File: src/eis_defines.svh
/*
  register indices, field positions and reset values of the external
  interrupt sensitivity block.
  assumes the includer maps index n to byte address 4*n on the bus.
*/
// Overview of operation
// - four external sources, each with an independent trigger setting
// - sense fields: src3 bits 7:6, src2 5:4, src1 3:2, src0 1:0
// - codes: 00 falling plus low, 01 rising, 10 falling, 11 both edges
// - sense writes accepted only at core level 3, else value kept
// - writing a new field value clears that source's pending request
// - sense control register is read/write and resets to 00h
// - top polarity bit 1: 0 falling edge, 1 rising edge
// - top polarity writable only while top enable is 0
// - top enable bit 0 gates the dedicated pin, freely writable
// - clearing top enable may raise a spurious top request
// - both core level bits at 1 mean level 3, interrupts disabled
// - servicing the top interrupt sets both core level bits
`ifndef EIS_DEFINES_SVH
`define EIS_DEFINES_SVH

// ==========================================================
// register indices (byte address = 4 * index)
`define EIS_IDX_SENSE    10'h029
`define EIS_IDX_TOP      10'h02A
`define EIS_IDX_STATUS   10'h030
`define EIS_IDX_CLEAR    10'h031
`define EIS_IDX_ENABLE   10'h032

// ==========================================================
// field positions and reset values
`define EIS_FIELD_W      2
`define EIS_TOP_EN_BIT   0
`define EIS_TOP_POL_BIT  1
`define EIS_SENSE_RST    8'h00
`define EIS_TOP_RST      8'h00
`define EIS_IRQ_RST      5'h00
`define EIS_LEVEL3       2'h3

`endif

File: src/eis_pkg.sv
/*
  types of the external interrupt sensitivity block.
  assumes eis_defines.svh is on the include path.
*/
`default_nettype none

package eis_pkg;

  // ==========================================================
  // trigger selection codes
  typedef enum logic [1:0]
  {
    EIS_FALL_LOW = 2'h0,
    EIS_RISE     = 2'h1,
    EIS_FALL     = 2'h2,
    EIS_BOTH     = 2'h3
  } eis_trig_t;

  // ==========================================================
  // apb carriers
  typedef struct packed
  {
    logic        psel;
    logic        penable;
    logic        pwrite;
    logic [11:0] paddr;
    logic [31:0] pwdata;
  } eis_apb_req_t;

  typedef struct packed
  {
    logic [31:0] prdata;
    logic        pready;
    logic        pslverr;
  } eis_apb_rsp_t;

endpackage

`default_nettype wire

File: src/eis_src_det.sv
/*
  one source: two-flop synchroniser, previous-sample edge detect and
  trigger selection.
  assumes the pin may be fully asynchronous to pclk.
*/
`default_nettype none

module eis_src_det
  import eis_pkg::*;
(
  input  wire logic              pclk,
  input  wire logic              presetn,
  input  wire logic              pin,
  input  wire eis_pkg::eis_trig_t mode,
  output logic                   hit,
  output logic                   level
);

  import eis_pkg::*;

  logic sync1_r;
  logic sync2_r;
  logic prev_r;
  logic rise;
  logic fall;

  // ==========================================================
  // synchroniser and previous sample
  always_ff @(posedge pclk or negedge presetn)
  begin
    if (!presetn)
    begin
      sync1_r <= 1'b1;
      sync2_r <= 1'b1;
      prev_r  <= 1'b1;
    end
    else
    begin
      sync1_r <= pin;
      sync2_r <= sync1_r;
      prev_r  <= sync2_r;
    end
  end

  assign rise  = sync2_r & ~prev_r;
  assign fall  = ~sync2_r & prev_r;
  assign level = sync2_r;

  // ==========================================================
  // trigger selection
  always_comb
  begin
    case (mode)
      EIS_FALL_LOW: hit = fall | ~sync2_r;
      EIS_RISE:     hit = rise;
      EIS_FALL:     hit = fall;
      EIS_BOTH:     hit = rise | fall;
      default:      hit = 1'b0;
    endcase
  end

endmodule

`default_nettype wire

File: src/eis_top.sv
/*
  external interrupt sensitivity block: sense control, top-level
  interrupt control, sticky pending flags and an apb register slave.
  assumes pins arrive asynchronously and the core drives its current
  interrupt level as two plain inputs.
*/
`include "eis_defines.svh"
`default_nettype none

module eis_top
  import eis_pkg::*;
#(
  parameter int N_SRC = 4
)
(
  input  wire logic                 pclk,
  input  wire logic                 presetn,
  input  wire eis_pkg::eis_apb_req_t apb_req,
  output eis_pkg::eis_apb_rsp_t     apb_rsp,
  input  wire logic [N_SRC-1:0]     ext_irq_src,
  input  wire logic                 top_level_irq,
  input  wire logic                 irq_level_hi,
  input  wire logic                 irq_level_lo,
  input  wire logic                 top_irq_ack,
  output logic [N_SRC:0]            irq_pending,
  output logic                      core_level_set,
  output logic                      irq
);

  import eis_pkg::*;

  localparam int NB = N_SRC + 1;
  localparam logic [7:0] TOP_RST = `EIS_TOP_RST;

  if ((N_SRC < 1) || (N_SRC > 4))
  begin : g_chk
    $error("eis_top: N_SRC must lie between 1 and 4");
  end

  // ==========================================================
  // declarations
  logic [7:0]    sense_r;
  logic          top_en_r;
  logic          top_pol_r;
  logic [NB-1:0] status_r;
  logic [NB-1:0] status_nxt;
  logic [NB-1:0] enable_r;
  logic [31:0]   prdata_r;
  logic          slverr_r;
  logic          core_level_set_r;
  logic [NB-1:0] hits;
  logic [NB-1:0] levels;
  logic [NB-1:0] chg_mask;
  logic [NB-1:0] clr_mask;
  logic [NB-1:0] chg_nohit;
  logic [9:0]    idx;
  logic          aligned;
  logic          setup;
  logic          wr_acc;
  logic          level3;
  logic          sel_sense;
  logic          sel_top;
  logic          sel_status;
  logic          sel_clear;
  logic          sel_enable;
  logic          sense_wr;
  logic          top_wr;
  logic          clear_wr;
  logic          top_pin_gated;
  eis_trig_t     top_mode;

  // ==========================================================
  // bus decode
  assign idx        = apb_req.paddr[11:2];
  assign aligned    = (apb_req.paddr[1:0] == 2'h0);
  assign setup      = apb_req.psel & ~apb_req.penable;
  assign wr_acc     = apb_req.psel & apb_req.penable & apb_req.pwrite;
  assign sel_sense  = aligned & (idx == `EIS_IDX_SENSE);
  assign sel_top    = aligned & (idx == `EIS_IDX_TOP);
  assign sel_status = aligned & (idx == `EIS_IDX_STATUS);
  assign sel_clear  = aligned & (idx == `EIS_IDX_CLEAR);
  assign sel_enable = aligned & (idx == `EIS_IDX_ENABLE);

  // level 3 is the only level at which sensitivity may move
  assign level3   = ({irq_level_hi, irq_level_lo} == `EIS_LEVEL3);
  assign sense_wr = wr_acc & sel_sense & level3;
  assign top_wr   = wr_acc & sel_top;
  assign clear_wr = wr_acc & sel_clear;

  // ==========================================================
  // sense control register
  always_ff @(posedge pclk or negedge presetn)
  begin
    if (!presetn)
    begin
      sense_r <= `EIS_SENSE_RST;
    end
    else if (sense_wr)
    begin
      sense_r <= apb_req.pwdata[7:0];
    end
  end

  // ==========================================================
  // top-level interrupt control register
  always_ff @(posedge pclk or negedge presetn)
  begin
    if (!presetn)
    begin
      top_en_r  <= TOP_RST[`EIS_TOP_EN_BIT];
      top_pol_r <= TOP_RST[`EIS_TOP_POL_BIT];
    end
    else if (top_wr)
    begin
      top_en_r <= apb_req.pwdata[`EIS_TOP_EN_BIT];
      if (!top_en_r)
      begin
        top_pol_r <= apb_req.pwdata[`EIS_TOP_POL_BIT];
      end
    end
  end

  // ==========================================================
  // source detectors
  for (genvar i = 0; i < N_SRC; i++)
  begin : g_src
    eis_src_det u_det
    (
      .pclk    (pclk),
      .presetn (presetn),
      .pin     (ext_irq_src[i]),
      .mode    (eis_trig_t'(sense_r[2*i +: `EIS_FIELD_W])),
      .hit     (hits[i]),
      .level   (levels[i])
    );

    // a differing field value drops what was pending
    assign chg_mask[i] = sense_wr &
      (apb_req.pwdata[2*i +: `EIS_FIELD_W] !=
       sense_r[2*i +: `EIS_FIELD_W]);
  end

  assign chg_mask[N_SRC] = 1'b0;
  assign chg_nohit       = chg_mask & ~hits;

  // disabled pin is held high, the synchroniser's reset level, so no
  // false edge follows reset; a drop of enable while the pin is low
  // looks like a rising edge, and software must tolerate that request
  assign top_pin_gated = top_level_irq | ~top_en_r;
  assign top_mode      = top_pol_r ? EIS_RISE : EIS_FALL;

  eis_src_det u_top_det
  (
    .pclk    (pclk),
    .presetn (presetn),
    .pin     (top_pin_gated),
    .mode    (top_mode),
    .hit     (hits[N_SRC]),
    .level   (levels[N_SRC])
  );

  // ==========================================================
  // sticky pending flags: a new event beats any clear
  assign clr_mask   = (clear_wr ? apb_req.pwdata[NB-1:0] : '0) | chg_mask;
  assign status_nxt = (status_r & ~clr_mask) | hits;

  always_ff @(posedge pclk or negedge presetn)
  begin
    if (!presetn)
    begin
      status_r <= NB'(`EIS_IRQ_RST);
    end
    else
    begin
      status_r <= status_nxt;
    end
  end

  always_ff @(posedge pclk or negedge presetn)
  begin
    if (!presetn)
    begin
      enable_r <= NB'(`EIS_IRQ_RST);
    end
    else if (wr_acc && sel_enable)
    begin
      enable_r <= apb_req.pwdata[NB-1:0];
    end
  end

  assign irq_pending = status_r;
  assign irq         = |(status_r & enable_r);

  // ==========================================================
  // level raise on top-level service
  always_ff @(posedge pclk or negedge presetn)
  begin
    if (!presetn)
    begin
      core_level_set_r <= 1'b0;
    end
    else
    begin
      core_level_set_r <= top_irq_ack;
    end
  end

  assign core_level_set = core_level_set_r;

  // ==========================================================
  // read data, captured in the setup cycle
  always_ff @(posedge pclk or negedge presetn)
  begin
    if (!presetn)
    begin
      prdata_r <= 32'h0000_0000;
      slverr_r <= 1'b0;
    end
    else if (setup)
    begin
      prdata_r <= 32'h0000_0000;
      slverr_r <= 1'b0;
      if (sel_sense)
      begin
        prdata_r[7:0] <= sense_r;
      end
      else if (sel_top)
      begin
        prdata_r[`EIS_TOP_POL_BIT] <= top_pol_r;
        prdata_r[`EIS_TOP_EN_BIT]  <= top_en_r;
      end
      else if (sel_status)
      begin
        prdata_r[NB-1:0] <= status_r;
      end
      else if (sel_enable)
      begin
        prdata_r[NB-1:0] <= enable_r;
      end
      else if (!sel_clear)
      begin
        slverr_r <= 1'b1;
      end
    end
  end

  // single-cycle access phase; no wait states are ever needed
  assign apb_rsp = '{prdata: prdata_r, pready: 1'b1, pslverr: slverr_r};

  // ==========================================================
  // assertions
  property p_sense_locked;
    @(posedge pclk) disable iff (!presetn)
    (wr_acc && sel_sense && !level3) |=> $stable(sense_r);
  endproperty
  a_sense_locked: assert property (p_sense_locked)
    else $error("sense field changed outside level 3");

  property p_sense_write;
    @(posedge pclk) disable iff (!presetn)
    sense_wr |=> (sense_r == $past(apb_req.pwdata[7:0]));
  endproperty
  a_sense_write: assert property (p_sense_write)
    else $error("accepted sense write not stored");

  property p_change_clears;
    @(posedge pclk) disable iff (!presetn)
    1'b1 |=> ((status_r & $past(chg_nohit)) == '0);
  endproperty
  a_change_clears: assert property (p_change_clears)
    else $error("sense change left request pending");

  property p_set_wins;
    @(posedge pclk) disable iff (!presetn)
    (hits != '0) |=> ((status_r & $past(hits)) == $past(hits));
  endproperty
  a_set_wins: assert property (p_set_wins)
    else $error("event lost against a clear");

  property p_pol_locked;
    @(posedge pclk) disable iff (!presetn)
    (top_wr && top_en_r) |=> $stable(top_pol_r);
  endproperty
  a_pol_locked: assert property (p_pol_locked)
    else $error("top polarity changed while enabled");

  property p_top_gate;
    @(posedge pclk) disable iff (!presetn)
    (!top_en_r) [*4] |-> !hits[N_SRC];
  endproperty
  a_top_gate: assert property (p_top_gate)
    else $error("top request while disabled");

  property p_low_holds;
    @(posedge pclk) disable iff (!presetn)
    (sense_r[1:0] == 2'h0 && !levels[0]) |=> status_r[0];
  endproperty
  a_low_holds: assert property (p_low_holds)
    else $error("low level did not hold request");

  property p_rise_only;
    @(posedge pclk) disable iff (!presetn)
    (sense_r[1:0] == 2'h1 && hits[0]) |-> (levels[0] && !$past(levels[0]));
  endproperty
  a_rise_only: assert property (p_rise_only)
    else $error("rising mode fired without rising edge");

  property p_level_set;
    @(posedge pclk) disable iff (!presetn)
    top_irq_ack |=> core_level_set ##1 (core_level_set == $past(top_irq_ack));
  endproperty
  a_level_set: assert property (p_level_set)
    else $error("core level not raised on top service");

  property p_irq_out;
    @(posedge pclk) disable iff (!presetn)
    ((status_r & enable_r) != '0) |->
      irq ##1 ((status_r & enable_r) != '0 || !irq);
  endproperty
  a_irq_out: assert property (p_irq_out)
    else $error("interrupt output disagrees with flags");

  property p_top_pol;
    @(posedge pclk) disable iff (!presetn)
    hits[N_SRC] |-> (levels[N_SRC] == top_pol_r);
  endproperty
  a_top_pol: assert property (p_top_pol)
    else $error("top request on the wrong edge");

  property p_pol_write;
    @(posedge pclk) disable iff (!presetn)
    (top_wr && !top_en_r) |=>
      (top_pol_r == $past(apb_req.pwdata[`EIS_TOP_POL_BIT]));
  endproperty
  a_pol_write: assert property (p_pol_write)
    else $error("top polarity write lost while disabled");

  c_src0_rise: cover property
    (@(posedge pclk) disable iff (!presetn) sense_r[1:0] == 2'h1 && hits[0]);

  c_locked_write: cover property
    (@(posedge pclk) disable iff (!presetn) wr_acc && sel_sense && !level3);
  c_change_clear: cover property
    (@(posedge pclk) disable iff (!presetn) status_r[0] && chg_mask[0]);
  c_top_hit: cover property
    (@(posedge pclk) disable iff (!presetn) hits[N_SRC] && top_pol_r);

endmodule

`default_nettype wire

File: config.mk
export PLATFORM = sky130hd
export DESIGN_NAME = eis_top
export DESIGN_NICKNAME = d
export VERILOG_FILES = /design/src/eis_pkg.sv /design/src/eis_src_det.sv /design/src/eis_top.sv
export VERILOG_INCLUDE_DIRS = /design/src
export SDC_FILE = /design/constraint.sdc
export NUM_CORES = 1
export LEC_CHECK = 0
export BUFFER_PORTS_ARGS = -buffer_cell sky130_fd_sc_hd__buf_2
export CAP_MARGIN = 20
export CORE_MARGIN = 4
export CORE_UTILIZATION = 49
export CTS_CLUSTER_DIAMETER = 30
export DETAILED_ROUTE_END_ITERATION = 10
export PLACE_DENSITY_LB_ADDON = 0.05
export SETUP_SLACK_MARGIN = 0.4
export SLEW_MARGIN = 15
export SYNTH_ARGS = -nofsm -noshare
export SYNTH_HDL_FRONTEND = slang
export SYNTH_SLANG_ARGS = --single-unit
File: constraint.sdc
create_clock -name pclk -period 1.7 [get_ports pclk]
set_input_delay 0.085 -clock pclk [delete_from_list [all_inputs] [get_ports pclk]]
set_output_delay 0.085 -clock pclk [all_outputs]
set_load 0.01 [all_outputs]
==> impl_metrics.yaml, run 1 <==
floorplan:
  dieArea_mm2: 0.00645
  start_util: 0.505
  die_x_um: 80.3
  die_h_um: 80.3
  coreArea_mm2: 0.00507
  num_rows: 26
  io_pins: 98
sta:
  drv_slew: 0
  slew_headroom: 0.649
  setup_viol: 0
  hold_viol_final: 0
  rsz0062_at_grt: "true"
  finClkSkew_ns: 0.00733
  worst_pin_slew_ns: 0.527
  fin_crit_sh: 0.870
  fmaxAchievable_ghz: 0.676
  setup_slack_ns: 0.220
  min_period_ns: 1.48
setup_path:
  critPathArrivalTime_ns: 1.67
  path_cells: "buf_6 > or4b_4 > nor4_4 > buf_4 > o211ai_1 > a221o_1"
  critPathLaunchType: "primary input"
  end_kind: "flop"
  reg2reg_from: "sense_r[5]$_DFFE_PN0P_"
  reg2reg_slack_ns: 0.27
  path_class: "primary input to flop"
  cp_slowest_cell: "or4b_4"
  reg2regPathDepth: 4
  crit_fanout: 6
  critPathRequiredTime_ns: 1.89
  r2r_end: "irq_pending[2]$_DFF_PN0_"
  cp_slowest_stage_delay_ns: 0.60
synth:
  synth_most_common_cell: "dfrtp_1"
  synth_flop_cell: "dfrtp_1"
  yosys-top-cells-count: "dfrtp_1, buf_4, dfstp_2, mux2_2, nand2_1"
  yosysTopAreaCell: "dfrtp_1"
  async_flop_share: 1.00
  synth-seq-cells: 45
  synth_edf_count: 0
  yosys_warnings: 0
  yosysSeqAreaShare: 0.447
  synth_cells: 225
  synth_area_mm2: 0.00256
  synth_top_area_frac: 0.293
  synth_area_per_cell_um2: 11.4
  synth_area_leaders: "dfrtp_1, dfstp_2, buf_4, mux2_2, ha_1"
  synth_cell_types: 50
run_status:
  status: "finished clean"
routing:
  wl_per_cell_um: 15.1
  vias: 1870
  routed_wl_mm: 5.77
  drt-initial-drc-count: 76
  drtPass1Iterations: 5
  viasPerCell: 4.90
  drtAntennaViolNets: 0
  drc: 0
run:
  drv_cap: 0
power:
  total_power_w: 0.00202
  vdd_ir_drop_max_v: 0.000659
  p_per_area_mw_per_mm2: 603
  leakagePower_nw: 1.64
clock_network:
  clk_pin_slew_ns: 0.09
  cts_made_buffers: 5
  htreeDepth: 2
  cts_tree: "done"
  clockBufferDepth: 2
  cts-root-buf: "clkbuf_8"
  clk_latency_ns: 0.31
  cts_sinks: 45
grt:
  grt_antenna_before_repair: 0
  grt_pass1_vias: 1861
  grt_start_max_net_pins: 25
  grt_pass1_wl_mm: 8.97
  overflow: 0
  gr-usage-all-layers: 0.184
layout:
  area_delta_synth_final_pct: 31.1
  fin_nets: 380
  multi_input_area_mm2: 0.00138
  diodes: 0
  fillers: 435
  regArea_mm2: 0.00115
  final_area_mm2: 0.00336
  drive_above_1_share: 0.487
placement:
  dp_hpwl_mm: 4.09
  dp_slack_ns: -0.113
  place.gp.congestion: 0.781
  place_area_mm2: 0.00298
  portBuffers: 48
min_path:
  whs_path_depth: 2
  hp-start: "apb_req[6]"
  holdCritPathClass: "primary input to flop"
  worstHoldEndpoint: "sense_r[6]$_DFFE_PN0P_"
-- metal layers --
layer	routed length (um)	track usage	vias up
li1	-	-	919
met1	2570	0.232	895
met2	2810	0.316	50
met3	324	0.0415	6
met4	70	0.0507	0
met5	0	0	-
-- worst max-delay path: cells and delay by family --
family	cells	cell delay, ns
and+or+nand+nor	2	0.88
AOI/OAI and AO/OA	2	0.43
buffers and inverters	2	0.27
-- layout by cell type, fill, tap and decap left out, drive strengths merged, types with 2 or more instances in the layout --
cell type,n
xor2,8
a21boi,3
ha,12
a2bb2oi,2
a21oi,5
a22oi,4
or4b,2
nor4,3
mux2i,4
nor2,8
nor2b,3
o21ai,10
or2,2
dlygate4sd3,7
mux2,20
a221o,3
dfstp,15
nand2b,7
o211ai,4
clkbuf,5
o41ai,2
o31ai,3
nand2,14
dfrtp,30
conb,25
nor3,3
buf,80
inv,10
-- cell type report --
class | instances | share of cell area
multi-input combinational | 163 | 0.411
sequential | 45 | 0.341
inverter | 9 | 0.0101
tap | 70 | 0.0261
timing repair buffer | 87 | 0.185
clock buffer | 5 | 0.0205
clock inverter | 3 | 0.00633
-- how the worst max path moves through the flow --
stage	startpoint	endpoint	slack (ns)	depth (start not counted)
3_3_place_gp	apb_req[43]	irq_pending[0]$_DFF_PN0_	-0.09	6
6_report	apb_req[36]	irq_pending[2]$_DFF_PN0_	0.22	6
3_5_place_dp	apb_req[43]	irq_pending[0]$_DFF_PN0_	-0.11	6
2_1_floorplan	apb_req[43]	enable_r[0]$_DFFE_PN0P_	0.08	5
5_1_grt	apb_req[36]	irq_pending[2]$_DFF_PN0_	0.19	6
4_1_cts	apb_req[43]	irq_pending[0]$_DFF_PN0_	0.23	6
-- registers in the layout (all words and copies together) (netlist names) --
register             flops
top_en_r                 1
enable_r                 5
top_pol_r                1
prdata_r                 8
core_level_set           1
irq_pending              5
u_top_det.sync1_r        1
g_src.u_det.prev_r       4
u_top_det.prev_r         1
sense_r                  8
slverr_r                 1
g_src.u_det.level        4
g_src.u_det.sync1_r      4
u_top_det.level          1
-- power breakdown --
part | internal, W | total, W | switching [W]
sequential | 0.00110 | 0.00111 | 0.00000999
clock | 0.000292 | 0.000688 | 0.000396
combinational | 0.0000990 | 0.000225 | 0.000126
-- stage by stage --
| stage | hold WS, ns | std cells | TNS, ns | utilization |
|---|---|---|---|---|
| after global placement | 0.0885 | 358 | -0.668 | 0.587 |
| after CTS | 0.0307 | 381 | 0 | 0.643 |
| after floorplan | -0.211 | 248 | 0 | - |
| after detailed placement | 0.0922 | 358 | -0.654 | 0.587 |
| after global routing | 0.0328 | 382 | 0 | 0.662 |
| final | 0.0332 | 382 | 0 | 0.662 |
-- kinds of logic after synthesis --
kind of cell	count (synthesis)	synth area share
DFF	45	0.447
buffers and inverters	40	0.100
muxes	24	0.111
xor gates and xnor gates	8	0.0273
other	2	0.00293
AOI/OAI and AO/OA	43	0.118
and+or+nand+nor	51	0.135
adders and majority gates	12	0.0586
-- what timing repair did --
action,in CTS,in global routing
pin swaps,5,12
buffers inserted,8,1
resized for setup,15,16
cloned,0,0
hold endpoints to repair,23,0
hold buffers,7,0
endpoints found under the setup margin,21,28
Power figures use the tool's default switching activity.
==> run 2: changes to the inputs <==
--- a/config.mk
+++ b/config.mk
@@ -6,10 +6,12 @@
 export SDC_FILE = /design/constraint.sdc
 export NUM_CORES = 1
 export LEC_CHECK = 0
+export ABC_AREA = 1
 export BUFFER_PORTS_ARGS = -buffer_cell sky130_fd_sc_hd__buf_2
 export CAP_MARGIN = 20
 export CORE_MARGIN = 4
-export CORE_UTILIZATION = 49
+export CORE_UTILIZATION = 51
+export CTS_BUF_LIST = sky130_fd_sc_hd__clkbuf_2 sky130_fd_sc_hd__clkbuf_4 sky130_fd_sc_hd__clkbuf_8
 export CTS_CLUSTER_DIAMETER = 30
 export DETAILED_ROUTE_END_ITERATION = 10
 export PLACE_DENSITY_LB_ADDON = 0.05
==> run 2 against run 1 <==
Routed wire length shrank 5.8%. Synthesized area rose by 1.3%. Worst setup slack gained 0.16 ns. Sequential share of layout area up 2.4 points. Register-to-register slack improved by 0.18 ns. Synthesized cell count grew 40%. Largest power group unchanged.
==> impl_metrics.yaml, run 2 <==
run_status:
  status: "finished clean"
synth:
  synth_cell_types: 29
  synth_area_per_cell_um2: 8.21
  synth_area_leaders: "dfrtp_1, dfstp_2, nand2_1, buf_4, inv_1"
  synth_flop_cell: "dfrtp_1"
  synth_cells: 316
  yosysTopAreaCell: "dfrtp_1"
  yosysSeqAreaShare: 0.441
  yosys-top-cells-count: "nand2_1, inv_1, dfrtp_1"
  synth_edf_count: 0
  yosys_warnings: 0
  synth-seq-cells: 45
  synth_area_mm2: 0.00259
  synth_most_common_cell: "nand2_1"
  synth_top_area_frac: 0.289
  async_flop_share: 1.00
routing:
  drt-initial-drc-count: 70
  drtPass1Iterations: 4
  wl_per_cell_um: 12.0
  drc: 0
  vias: 2159
  viasPerCell: 4.77
  routed_wl_mm: 5.44
  drtAntennaViolNets: 0
layout:
  area_delta_synth_final_pct: 21.7
  fin_nets: 454
  final_common_cell: "nand2_1"
  top_regs: "prdata_r: 8 flops, sense_r: 8 flops"
  final_util: 0.656
  fillers: 450
  drive_above_1_share: 0.339
  final_area_mm2: 0.00316
  layout_common_cells: "nand2_1, buf_2, inv_1"
  diodes: 0
setup_path:
  path_class: "flop to primary output"
  reg2reg_slack_ns: 0.45
  cp_slowest_cell: "dfrtp_1"
  end_kind: "primary output"
  path_delay_family: "flip-flops"
  critPathRequiredTime_ns: 1.62
  crit_buf_inv: 1
  critPathLaunchType: "flop"
  critPathArrivalTime_ns: 1.24
  path_cells: "nand2_2 > o21ai_2 > a221oi_2 > o21ai_1 > buf_2"
  crit_fanout: 2
  cp_slowest_stage_delay_ns: 0.40
sta:
  fmaxAchievable_ghz: 0.757
  setup_viol: 0
  hold_viol_final: 0
  setup_slack_ns: 0.378
  rsz0062_at_grt: "true"
  tns_ns: 0
  min_period_ns: 1.32
  finClkSkew_ns: 0.00831
  fin_crit_sh: 0.777
  hold-worst-slack_ns: 0.0344
  drv_slew: 0
floorplan:
  io_pins: 98
  num_rows: 25
  die_h_um: 79.3
  start_util: 0.539
  coreArea_mm2: 0.00482
  die_x_um: 79.3
  dieArea_mm2: 0.00629
power:
  power.switching_w: 0.000503
  vdd_ir_drop_max_v: 0.000461
  comb_power_share: 0.095
  p_per_area_mw_per_mm2: 693
  switching_share: 0.230
  internal_power_w: 0.00169
  leakagePower_nw: 1.57
  seq_power_share: 0.516
  pwr-share-clk: 0.390
clock_network:
  clk_pin_slew_ns: 0.08
  cts-root-buf: "clkbuf_8"
  cts_made_buffers: 5
  clockBufferDepth: 2
  clk_latency_ns: 0.30
  cts_tree: "done"
  htreeDepth: 2
  cts_sinks: 45
grt:
  grt_start_max_net_pins: 21
  grt_pass1_wl_mm: 8.85
  gr-usage-all-layers: 0.180
  overflow: 0
  grt_pass1_vias: 1958
  grt_antenna_before_repair: 0
placement:
  dp_hpwl_mm: 4.06
  place_area_mm2: 0.00280
  portBuffers: 48
  dp_slack_ns: 0.256
  place.gp.congestion: 0.819
min_path:
  holdCritPathClass: "primary input to flop"
run:
  drv_cap: 0
[run 2: power by group through the flow]
stage	registers [W]	clock network (W)	logic, W
finish	0.00113	0.000853	0.000208
floorplan	0.00115	0	0.000139
CTS	0.00113	0.000872	0.000208
detailed placement	0.00115	0	0.000194
global route	0.00113	0.000925	0.000238
global placement	0.00115	0	0.000191
[run 2: final cells by class]
type	count	area, um2	share of cell area
Multi-Input combinational cell	220	1220	0.388
Tap cell	67	83.8	0.0265
Clock buffer	7	90.1	0.0285
Timing Repair Buffer	67	400	0.127
Inverter	46	175	0.0555
Sequential cell	45	1150	0.365
Clock inverter	1	30.0	0.00951
[run 2: cells by family (layout without fill, tap and decap cells)]
group,Yosys count,after routing,synth area share
compound gates,54,54,0.125
xor+xnor,2,2,0.00675
fa+ha+maj,12,12,0.0579
buf+inv,74,121,0.151
flops,45,45,0.441
other cells,2,25,0.00289
simple gates,127,127,0.215
[run 2: per-layer routing]
layer  vias up  GRT usage  wire length (um)
met5         -          0                 0
met4         0     0.0584                48
met3         5     0.0397               349
met2        65      0.288              2560
met1      1000      0.243              2480
li1       1089          -                 -
[run 2: worst reg2reg max path: cells and delay by family (launching register included)]
kind,cells,cell delay [ns]
AOI/OAI and AO/OA,2,0.26
adders and majority gates,1,0.21
buffers and inverters,1,0.09
DFF,1,0.40
and+or+nand+nor,2,0.17
[run 2: final timing paths]
kind,startpoint,end,cells past startpoint
max,enable_r[3]$_DFFE_PN0P_,irq,5
min,apb_req[1],top_pol_r$_DFFE_PN0P_,3
max reg2reg,sense_r[2]$_DFFE_PN0P_,irq_pending[1]$_DFF_PN0_,6
min reg2reg,g_src[3].u_det.sync1_r$_DFF_PN1_,g_src[3].u_det.level$_DFF_PN1_,0
max in group asynchronous,presetn,u_top_det.prev_r$_DFF_PN1_,3
min in group asynchronous,presetn,sense_r[2]$_DFFE_PN0P_,2
[run 2: timing repair]
item | 4_1_cts | 5_1_grt
hold endpoints to repair | 15 | 0
pin swaps | 1 | 5
buffers inserted | 8 | 2
setup endpoints to repair | 5 | 5
resized for setup | 11 | 23
hold buffers | 7 | 0
[run 2: per-stage QoR]
step | instances | power, W
2_1_floorplan | 339 | 0.00129
3_3_place_gp | 428 | 0.00134
3_5_place_dp | 428 | 0.00134
4_1_cts | 451 | 0.00221
5_1_grt | 453 | 0.00230
6_report | 453 | 0.00219
